--- src/hdl/lpcc_pkg.sv ---
package lpcc_pkg;
	localparam logic [31:0] STOP_ADDR = 32'hfffffffe;
	localparam logic [1:0] STOP_TT = 2'h3;
	localparam logic [2:0] STOP_TM = 3'h0;
	localparam logic [1:0] STOP_SIZE = 2'h2;
	localparam logic [3:0] PST_NORMAL = 4'h0;
	localparam logic [3:0] PST_STOP = 4'h6;
	localparam logic [2:0] MASK_RST = 3'h7;
	localparam logic [3:0] LOCK_CYCLES = 4'h8;
	typedef enum logic [1:0]
	{
		ST_RUN = 2'b00,
		ST_BCAST = 2'b01,
		ST_STOP = 2'b10,
		ST_WAKE = 2'b11
	} lpcc_state_t;
endpackage

--- src/hdl/lpcc_if.sv ---
interface lpcc_if;
	logic [31:0] addr;
	logic wr;
	logic [1:0] transfer_type;
	logic [2:0] transfer_modifier;
	logic [1:0] transfer_size;
	logic [15:0] data;
	logic ts;
	logic transfer_ack;
	logic transfer_error_ack;
	logic [3:0] proc_status_code;
	logic clock_disable_ok;
	logic clk_lost_o;
	logic clk_lost_oe;
	logic low_freq_select;
	logic [2:0] irq_priority_level;
	logic reset_input;
	logic clk_fault;
	logic clk_lost_flag;
	assign clk_lost_flag = clk_lost_oe ? clk_lost_o : 1'b0;
	modport dev(output addr, wr, transfer_type, transfer_modifier, transfer_size, data, ts,
		proc_status_code, clock_disable_ok, clk_lost_o, clk_lost_oe,
		input transfer_ack, transfer_error_ack, low_freq_select, irq_priority_level,
		reset_input, clk_fault);
	modport sys(input addr, wr, transfer_type, transfer_modifier, transfer_size, data, ts,
		proc_status_code, clock_disable_ok, clk_lost_flag,
		output transfer_ack, transfer_error_ack, low_freq_select, irq_priority_level,
		reset_input, clk_fault);
endinterface

--- src/hdl/lpcc_dev.sv ---
module lpcc_dev
(
	input wire logic clk,
	input wire logic rst,
	lpcc_if.dev bus,
	input wire logic sleep_stop_instr,
	input wire logic [15:0] stop_operand,
	output logic stop_busy,
	output logic low_freq_mode,
	output logic wake_event,
	output logic [2:0] sr_mask
);
	import lpcc_pkg::*;

	// All state is flip-flops with no dynamic storage, so a stalled clock loses nothing.
	lpcc_state_t st_r, st_nxt;
	logic ts_r, ts_nxt;
	logic [15:0] data_r, data_nxt;
	logic [3:0] pst_r, pst_nxt;
	logic cdo_r, cdo_nxt;
	logic lost_r, lost_nxt;
	logic lfo_r, lfo_nxt;
	logic wake_r, wake_nxt;
	logic [2:0] mask_r, mask_nxt;
	logic [3:0] lock_r, lock_nxt;
	logic rst_in;

	assign rst_in = rst | bus.reset_input;

	always_comb
	begin
		st_nxt = st_r;
		ts_nxt = 1'b0;
		data_nxt = data_r;
		pst_nxt = pst_r;
		cdo_nxt = cdo_r;
		lost_nxt = lost_r;
		lfo_nxt = lfo_r;
		wake_nxt = 1'b0;
		mask_nxt = mask_r;
		lock_nxt = lock_r;
		case (st_r)
			ST_RUN:
			begin
				if (sleep_stop_instr)
				begin
					st_nxt = ST_BCAST;
					ts_nxt = 1'b1;
					data_nxt = stop_operand;
				end
			end
			ST_BCAST:
			begin
				// Cycle ends on either acknowledge
				if (bus.transfer_ack || bus.transfer_error_ack)
				begin
					st_nxt = ST_STOP;
					mask_nxt = data_r[10:8];
					pst_nxt = PST_STOP;
					cdo_nxt = 1'b1;
				end
			end
			ST_STOP:
			begin
				lfo_nxt = bus.low_freq_select;
				// Level 7 is non-maskable
				if (bus.irq_priority_level > mask_r || bus.irq_priority_level == 3'h7)
				begin
					st_nxt = ST_WAKE;
					cdo_nxt = 1'b0;
					lock_nxt = LOCK_CYCLES;
				end
			end
			ST_WAKE:
			begin
				if (lock_r == 4'h1)
				begin
					st_nxt = ST_RUN;
					pst_nxt = PST_NORMAL;
					wake_nxt = 1'b1;
				end
				lock_nxt = lock_r - 4'h1;
			end
			default:
				st_nxt = ST_RUN;
		endcase
		// Clock faults only count while clocking normally, broadcast included
		if ((st_r == ST_RUN || st_r == ST_BCAST) && !lfo_r && bus.clk_fault)
			lost_nxt = 1'b1;
		if (rst_in)
		begin
			st_nxt = ST_RUN;
			ts_nxt = 1'b0;
			pst_nxt = PST_NORMAL;
			cdo_nxt = 1'b0;
			lost_nxt = 1'b0;
			lfo_nxt = bus.low_freq_select;
			mask_nxt = MASK_RST;
			lock_nxt = 4'h0;
			data_nxt = 16'h0000;
		end
	end

	always_ff @(posedge clk)
	begin
		st_r <= st_nxt;
		ts_r <= ts_nxt;
		data_r <= data_nxt;
		pst_r <= pst_nxt;
		cdo_r <= cdo_nxt;
		lost_r <= lost_nxt;
		lfo_r <= lfo_nxt;
		wake_r <= wake_nxt;
		mask_r <= mask_nxt;
		lock_r <= lock_nxt;
	end

	logic oe_r, oe_nxt;
	logic bact_r, bact_nxt;
	always_comb
	begin
		// Output floats in reset, stop and low-frequency operation
		oe_nxt = !rst_in && (st_nxt == ST_RUN || st_nxt == ST_BCAST) && !lfo_nxt;
		bact_nxt = (st_nxt == ST_BCAST) && !rst_in;
	end
	always_ff @(posedge clk)
	begin
		oe_r <= oe_nxt;
		bact_r <= bact_nxt;
	end

	// Broadcast attributes are constant while the cycle is open
	assign bus.addr = bact_r ? STOP_ADDR : 32'h00000000;
	assign bus.wr = bact_r;
	assign bus.transfer_type = bact_r ? STOP_TT : 2'h0;
	assign bus.transfer_modifier = STOP_TM;
	assign bus.transfer_size = bact_r ? STOP_SIZE : 2'h0;
	assign bus.data = data_r;
	assign bus.ts = ts_r;
	assign bus.proc_status_code = pst_r;
	assign bus.clock_disable_ok = cdo_r;
	assign bus.clk_lost_o = lost_r;
	assign bus.clk_lost_oe = oe_r;
	assign stop_busy = bact_r;
	assign low_freq_mode = lfo_r;
	assign wake_event = wake_r;
	assign sr_mask = mask_r;
endmodule

--- src/flat_wrapper.sv ---
// flat-port wrapper written by rule: the top's interface ports become plain ports
module lpcc_dev_flat import lpcc_pkg::*;
  (clk, rst, sleep_stop_instr, stop_operand, stop_busy, low_freq_mode, wake_event, sr_mask, bus_addr, bus_wr, bus_transfer_type, bus_transfer_modifier, bus_transfer_size, bus_data, bus_ts, bus_proc_status_code, bus_clock_disable_ok, bus_clk_lost_o, bus_clk_lost_oe, bus_transfer_ack, bus_transfer_error_ack, bus_low_freq_select, bus_irq_priority_level, bus_reset_input, bus_clk_fault);
  lpcc_if bus_i ();
  input wire logic clk;
  input wire logic rst;
  input wire logic sleep_stop_instr;
  input wire logic [15:0] stop_operand;
  output logic stop_busy;
  output logic low_freq_mode;
  output logic wake_event;
  output logic [2:0] sr_mask;
  output wire logic [$bits(bus_i.addr)-1:0] bus_addr;
  output wire logic [$bits(bus_i.wr)-1:0] bus_wr;
  output wire logic [$bits(bus_i.transfer_type)-1:0] bus_transfer_type;
  output wire logic [$bits(bus_i.transfer_modifier)-1:0] bus_transfer_modifier;
  output wire logic [$bits(bus_i.transfer_size)-1:0] bus_transfer_size;
  output wire logic [$bits(bus_i.data)-1:0] bus_data;
  output wire logic [$bits(bus_i.ts)-1:0] bus_ts;
  output wire logic [$bits(bus_i.proc_status_code)-1:0] bus_proc_status_code;
  output wire logic [$bits(bus_i.clock_disable_ok)-1:0] bus_clock_disable_ok;
  output wire logic [$bits(bus_i.clk_lost_o)-1:0] bus_clk_lost_o;
  output wire logic [$bits(bus_i.clk_lost_oe)-1:0] bus_clk_lost_oe;
  input wire logic [$bits(bus_i.transfer_ack)-1:0] bus_transfer_ack;
  input wire logic [$bits(bus_i.transfer_error_ack)-1:0] bus_transfer_error_ack;
  input wire logic [$bits(bus_i.low_freq_select)-1:0] bus_low_freq_select;
  input wire logic [$bits(bus_i.irq_priority_level)-1:0] bus_irq_priority_level;
  input wire logic [$bits(bus_i.reset_input)-1:0] bus_reset_input;
  input wire logic [$bits(bus_i.clk_fault)-1:0] bus_clk_fault;
  assign bus_addr = bus_i.addr;
  assign bus_wr = bus_i.wr;
  assign bus_transfer_type = bus_i.transfer_type;
  assign bus_transfer_modifier = bus_i.transfer_modifier;
  assign bus_transfer_size = bus_i.transfer_size;
  assign bus_data = bus_i.data;
  assign bus_ts = bus_i.ts;
  assign bus_proc_status_code = bus_i.proc_status_code;
  assign bus_clock_disable_ok = bus_i.clock_disable_ok;
  assign bus_clk_lost_o = bus_i.clk_lost_o;
  assign bus_clk_lost_oe = bus_i.clk_lost_oe;
  assign bus_i.transfer_ack = bus_transfer_ack;
  assign bus_i.transfer_error_ack = bus_transfer_error_ack;
  assign bus_i.low_freq_select = bus_low_freq_select;
  assign bus_i.irq_priority_level = bus_irq_priority_level;
  assign bus_i.reset_input = bus_reset_input;
  assign bus_i.clk_fault = bus_clk_fault;
  lpcc_dev u_core (.clk(clk), .rst(rst), .bus(bus_i), .sleep_stop_instr(sleep_stop_instr), .stop_operand(stop_operand), .stop_busy(stop_busy), .low_freq_mode(low_freq_mode), .wake_event(wake_event), .sr_mask(sr_mask));
endmodule
--- config.mk ---
export PLATFORM = sky130hd
export DESIGN_NAME = lpcc_dev_flat
export DESIGN_NICKNAME = d
export VERILOG_FILES = /design/src/hdl/lpcc_pkg.sv /design/src/hdl/lpcc_if.sv /design/src/hdl/lpcc_dev.sv /design/src/flat_wrapper.sv
export SDC_FILE = /design/constraint.sdc
export NUM_CORES = 1
export LEC_CHECK = 0
export ABC_AREA = 0
export BUFFER_PORTS_ARGS = -buffer_cell sky130_fd_sc_hd__buf_2
export CORE_MARGIN = 2
export CORE_UTILIZATION = 45
export DETAILED_ROUTE_END_ITERATION = 8
export GPL_TIMING_DRIVEN = 1
export MAX_ROUTING_LAYER = met4
export PLACE_DENSITY = 0.82
export SLEW_MARGIN = 15
export SYNTH_ARGS = -nofsm -noshare
export SYNTH_HDL_FRONTEND = slang
export SYNTH_SLANG_ARGS = --single-unit
export TNS_END_PERCENT = 30
--- constraint.sdc ---
create_clock -name clk -period 3.7 [get_ports clk]
set_input_delay 0.185 -clock clk [delete_from_list [all_inputs] [get_ports clk]]
set_output_delay 0.185 -clock clk [all_outputs]
set_load 0.01 [all_outputs]
# After elaboration in Yosys (flattened, before gate mapping)
# Cells that the tools add are included.
# totals
regBits	36
wordCells	69
in_bits	27
out_inout_bits	70
# op_classes
n_mux	21
n_lt_le_gt_ge	1
n_bitwise	2
n_addsub	1
eq_ne	9
n_reduce_logical	23
# op_table
op	n
32-bit 2-to-1 mux	1
4-bit case mux with 2 select lines	2
2-bit 2-to-1 mux	7
4-bit 2-to-1 mux	3
2-bit case mux with 4 select lines	1
1-bit 2-to-1 mux	6
2-bit by 1-bit != test with 1-bit output (second input constant)	3
2-bit AND reduction	3
3-bit AND reduction	2
2-bit nonzero test	3
1-bit logical AND	5
2-bit by 1-bit equality test with 1-bit output (second input constant)	2
2-bit equality test (second input constant)	2
4-bit by 1-bit equality test with 1-bit output (second input constant)	1
2-bit logical NOT	2
1-bit logical OR	4
4-bit by 1-bit subtractor with 4-bit output (second input constant)	1
3-bit equality test (second input constant)	1
3-bit > comparator	1
1-bit logical NOT	3
1-bit case mux with 2 select lines	1
2-bit OR reduction	1
1-bit inverter	1
1-bit bitwise OR	1

# Depth between registers and ports, before layout
# logic_depth
ltp_word	9
mapped_depth	7
depth_no_buf	6

# Worst setup path after synthesis
# No wires, ideal clock.
# synth_timing
kind	flip-flop to flip-flop
startpoint	register u_core.mask_r[2], in the netlist u_core.sr_mask[2]
endpoint	register u_core.cdo_r, in the netlist u_core.bus.clock_disable_ok
n_path_buf	0
setup_ps	116
path_slack_ps	2193
period_less_slack_ps	1507
arrival_ps	1391
stages_incl_launch_ff	7
required_ps	3584
cell_sequence	dfxtp_1 > inv_1 > ha_1 > and3_1 > a21oi_1 > o21ai_1 > a31o_2
# synth_between
elab_chain_len	4
# synth_lines
element	line_no	rtl
start: declaration	lpcc_dev.sv:24	logic [2:0] mask_r, mask_nxt;
start signal: assignment	lpcc_dev.sv:114	mask_r <= mask_nxt;
3-bit > comparator	lpcc_dev.sv:67	if (bus.irq_priority_level > mask_r || bus.irq_priority_level == 3'h7)
1-bit logical OR	lpcc_dev.sv:67	
2-bit by 1-bit != test with 1-bit output (no source line)	n/a	
3-bit AND reduction (no source line)	n/a	
end signal: assignment	lpcc_dev.sv:110	cdo_r <= cdo_nxt;
end: declaration	lpcc_dev.sv:20	logic cdo_r, cdo_nxt;
# No other way between the ends.
# A chain may end at the register's enable or synchronous reset.

# Worst setup path after layout
# layout_timing
startpoint	register u_core.mask_r[2], in the netlist u_core.sr_mask[2]
endpoint	register u_core.st_r[0]
# layout_between
elab_chain_len	5
# layout_lines
element	line_no	rtl
3-bit > comparator	lpcc_dev.sv:67	
1-bit logical OR	lpcc_dev.sv:67	
2-bit 2-to-1 mux	lpcc_dev.sv:67	
2-bit case mux with 4 select lines	lpcc_dev.sv:42	case (st_r)
2-bit 2-to-1 mux	lpcc_dev.sv:90	if (rst_in)
named net u_core.st_nxt[0]	lpcc_dev.sv:16	lpcc_state_t st_r, st_nxt;
end signal: assignment	lpcc_dev.sv:106	st_r <= st_nxt;
end: declaration	lpcc_dev.sv:16	
# The timed path passes the listed nets, and every way through them passes these cells.

==> flow_metrics.py <==
metrics = {
    "cts": {
        "cts_setup_buffers": 0,
        "clk_pin_slew_ns": 0.07,
        "clockBufferDepth": 2,
        "cts_htree_levels": 2,
        "numCtsBuffers": 5,
        "clock-root-buffer": "clkbuf_8",
        "cts_tree": "done",
        "cts_hold_buf": 0,
        "post_cts_resized": 0,
        "cts_sinks": 33,
        "clkLatencyLatePin_ns": 0.29,
    },
    "timing": {
        "rsz0062_at_grt": "no",
        "slew_violations": 0,
        "hold_violations": 0,
        "period_share_pct": 43.4,
        "skew_ns": 0.00811,
        "finalSetupViolCount": 0,
        "post-route-min-period_ns": 1.61,
        "worstMarginPinSlew_ns": 0.710,
        "tns_ns": 0,
        "finalWorstSetupSlack_ns": 2.09,
        "fmax_mhz": 623,
        "slew_headroom_pct": 52.6,
    },
    "synth": {
        "yosysMostFrequentCell": "buf_4",
        "synth_compound_area_share_pct": 14.3,
        "synthAdderAreaFrac_pct": 3.74,
        "synth_mux_area_share_pct": 0.598,
        "ys_ff_latch": 33,
        "synth_commonest_cells": "46 x buf_4, 39 x nand2_1, 33 x dfxtp_1",
        "synth_top_area_share_pct": 39.5,
        "synth_cells": 204,
        "ys.flop_type": "dfxtp_1",
        "synth_edf_count": 0,
        "async_reset_ff_share_pct": 0,
        "netlist_area_sq_um": 1670,
        "yosysWarnings": 0,
        "yosys.area.top_type": "dfxtp_1",
        "synthTopCellsByArea": "dfxtp_1 39%, buf_4 21%, nand2_1 8.7%, a21oi_1 6.3%, ha_1 3.7%",
        "synth_cell_types": 36,
        "synth_simple_gate_area_share_pct": 17.1,
        "synth_area_per_cell_sq_um": 8.21,
        "synth_xor_area_share_pct": 0.523,
        "yosysSeqAreaShare_pct": 39.5,
        "synth_top_family_by_area": "buffers and inverters",
    },
    "pwr": {
        "ir_worst_vdd_mv": 0.210,
        "p_per_area_nw_per_um2": 414,
        "p_leak_nw": 1.02,
    },
    "worst_setup_path": {
        "critPathRequiredTime_ns": 3.88,
        "path_max_fanout": 4,
        "r2r-start": "u_core.sr_mask[2]",
        "crit_path_end_kind": "flop",
        "cp-start-kind": "flop",
        "crit_start": "u_core.sr_mask[2]",
        "rr_worst_depth": 6,
        "reg2reg_to": "u_core.st_r[0]",
        "cpMaxStageDelayCell": "dfxtp_1",
        "ff2ff_setup_slack_ns": 2.09,
        "critical_path.max_stage_delay_ns": 0.34,
        "crit_chain": "inv_1, ha_1, and3_1, a21oi_1, o21ai_1, a211oi_1",
        "crit_arrival_ns": 1.79,
        "path_class": "flop to flop",
    },
    "detailed_routing": {
        "drcViolationCount": 0,
        "vias_per_cell": 4.73,
        "wire_per_inst_microns": 11.5,
        "vias": 1444,
        "dr.pass1.iters": 4,
        "drt-total-wl_microns": 3500,
        "drtAntennaViolNets": 0,
        "drt_iter0_drc": 52,
    },
    "floorplan": {
        "die_h_microns": 65.0,
        "ioPinCount": 97,
        "die_w_microns": 65.0,
        "start_util_pct": 46.4,
        "core_area_sq_um": 3610,
        "rows": 22,
        "dieArea_sq_um": 4220,
    },
    "cells_and_area": {
        "multiInputGateArea_sq_um": 634,
        "fin_cells": 305,
        "regArea_sq_um": 661,
        "area_growth_pct": 17.0,
        "fillers": 322,
        "diodes": 0,
        "drive_above_1_share_pct": 39.3,
        "nets": 288,
    },
    "placement": {
        "gp_congestion": 0.812,
        "dp_hpwl_microns": 2610,
        "io_buffers": 89,
        "dp_cells": 297,
        "dp_slack_ns": 2.14,
    },
    "outcome": {
        "status": "finished clean",
    },
    "worst_hold_path": {
        "whs_endpoint": "u_core.low_freq_mode",
        "worst_hold_path.num_cells": 3,
        "hp-class": "input port to flop",
        "min_from": "bus_low_freq_select",
    },
    "global_route": {
        "antenna_found_initial": 0,
        "grt_max_degree": 37,
        "grt_pass1_wl_microns": 5620,
        "grt_overflow": 0,
        "track_usage_pct": 17.8,
        "grt_pass1_vias": 1215,
    },
    "flow_run": {
        "cap_violations": 0,
    },
}
## stage by stage
stage	area [sq um]	power, W	util [%]	hold slack, ns
2_1_floorplan	1700	0.000453	-	0.321
3_3_place_gp	1840	0.000468	51.1	0.424
3_5_place_dp	1840	0.000470	51.1	0.431
4_1_cts	1960	0.000816	54.3	0.132
5_1_grt	1960	0.000847	54.3	0.132
6_report	1960	0.000810	54.3	0.137
## cells by family after synthesis
group / Yosys count
AO/OA/AOI/OAI: 39
other: 1
adder cells (fa/ha/maj): 5
AND/OR/NAND/NOR: 64
XOR/XNOR: 1
multiplexers: 1
buffers and inverters: 60
flip-flops: 33
## report_power, final
part / switching [W] / total (W) / internal (W)
combinational: 0.0000527 / 0.0000893 / 0.0000366
sequential: 0.00000806 / 0.000373 / 0.000365
clock: 0.000128 / 0.000347 / 0.000219
## sequential cells by signal (all words and copies together) (netlist names)
signal	flops
u_core.bus.clk_lost_o	1
u_core.bus.clk_lost_oe	1
u_core.bus.clock_disable_ok	1
u_core.bus.data	16
u_core.bus.proc_status_code	1
u_core.bus.ts	1
u_core.bus.wr	1
u_core.lock_r	4
u_core.low_freq_mode	1
u_core.sr_mask	3
u_core.st_r	2
u_core.wake_event	1
## critical path: cells and delay by family, from the launching register on
kind / cells / cell delay [ns]
buffers and inverters: 1 / 0.07
AND/OR/NAND/NOR: 1 / 0.17
adder cells (fa/ha/maj): 1 / 0.32
flip-flops: 1 / 0.34
AO/OA/AOI/OAI: 3 / 0.61
## final cells by class
class | instances | share of cell area, %
inverters | 9 | 1.73
flip-flops and latches | 33 | 33.7
clock buffers | 7 | 4.41
clock inverters | 1 | 1.53
multi-input cells | 117 | 32.4
well taps | 48 | 3.07
repair buffers | 90 | 23.1
## layout by cell type (no fill, tap or decap)
cell type  Yosys  final
a211oi_1       2      2
and2b_1        1      1
o31a_1         1      1
clkbuf_1       1      1
o22a_1         1      1
a31o_2         1      1
or3_1          1      1
conb_1         1      7
dfxtp_1       33     33
mux2i_1        1      1
o211ai_1       2      2
buf_4         46      1
clkbuf_8       0      6
and2_1         1      1
o21ai_1        3      3
o21ai_0        2      2
nand2_1       39     39
inv_1          9      9
a31oi_1        1      1
xnor2_1        1      1
a21oi_2        1      1
buf_2          3     89
a221oi_2       1      1
or2_1          1      1
nor2b_1        1      1
nor3_1         3      3
and3b_4        1      1
nand3_1        2      2
o31ai_1        2      2
ha_1           5      5
bufinv_16      0      1
nor2_1         8      8
o32ai_1        1      1
a21oi_1       21     21
and3_1         3      3
nand2b_1       1      1
nand3b_1       2      2
## how the worst max path moves through the flow
stage / cells after the start / slack, ns / endpoint
3_3_place_gp: 6 / 2.21 / u_core.bus.clock_disable_ok
5_1_grt: 6 / 2.00 / u_core.st_r[0]
2_1_floorplan: 6 / 2.19 / u_core.bus.clock_disable_ok
6_report: 6 / 2.09 / u_core.st_r[0]
3_5_place_dp: 6 / 2.14 / u_core.bus.clock_disable_ok
4_1_cts: 6 / 2.11 / u_core.st_r[0]
## layer usage
metal	vias up	track usage (%)	part of all wire, %
met4	0	6.38	1.5
met1	633	22.0	43
met3	5	6.08	11
met5	-	-	0
li1	724	-	-
met2	82	26.9	44
(Power assumes the default switching activity.)
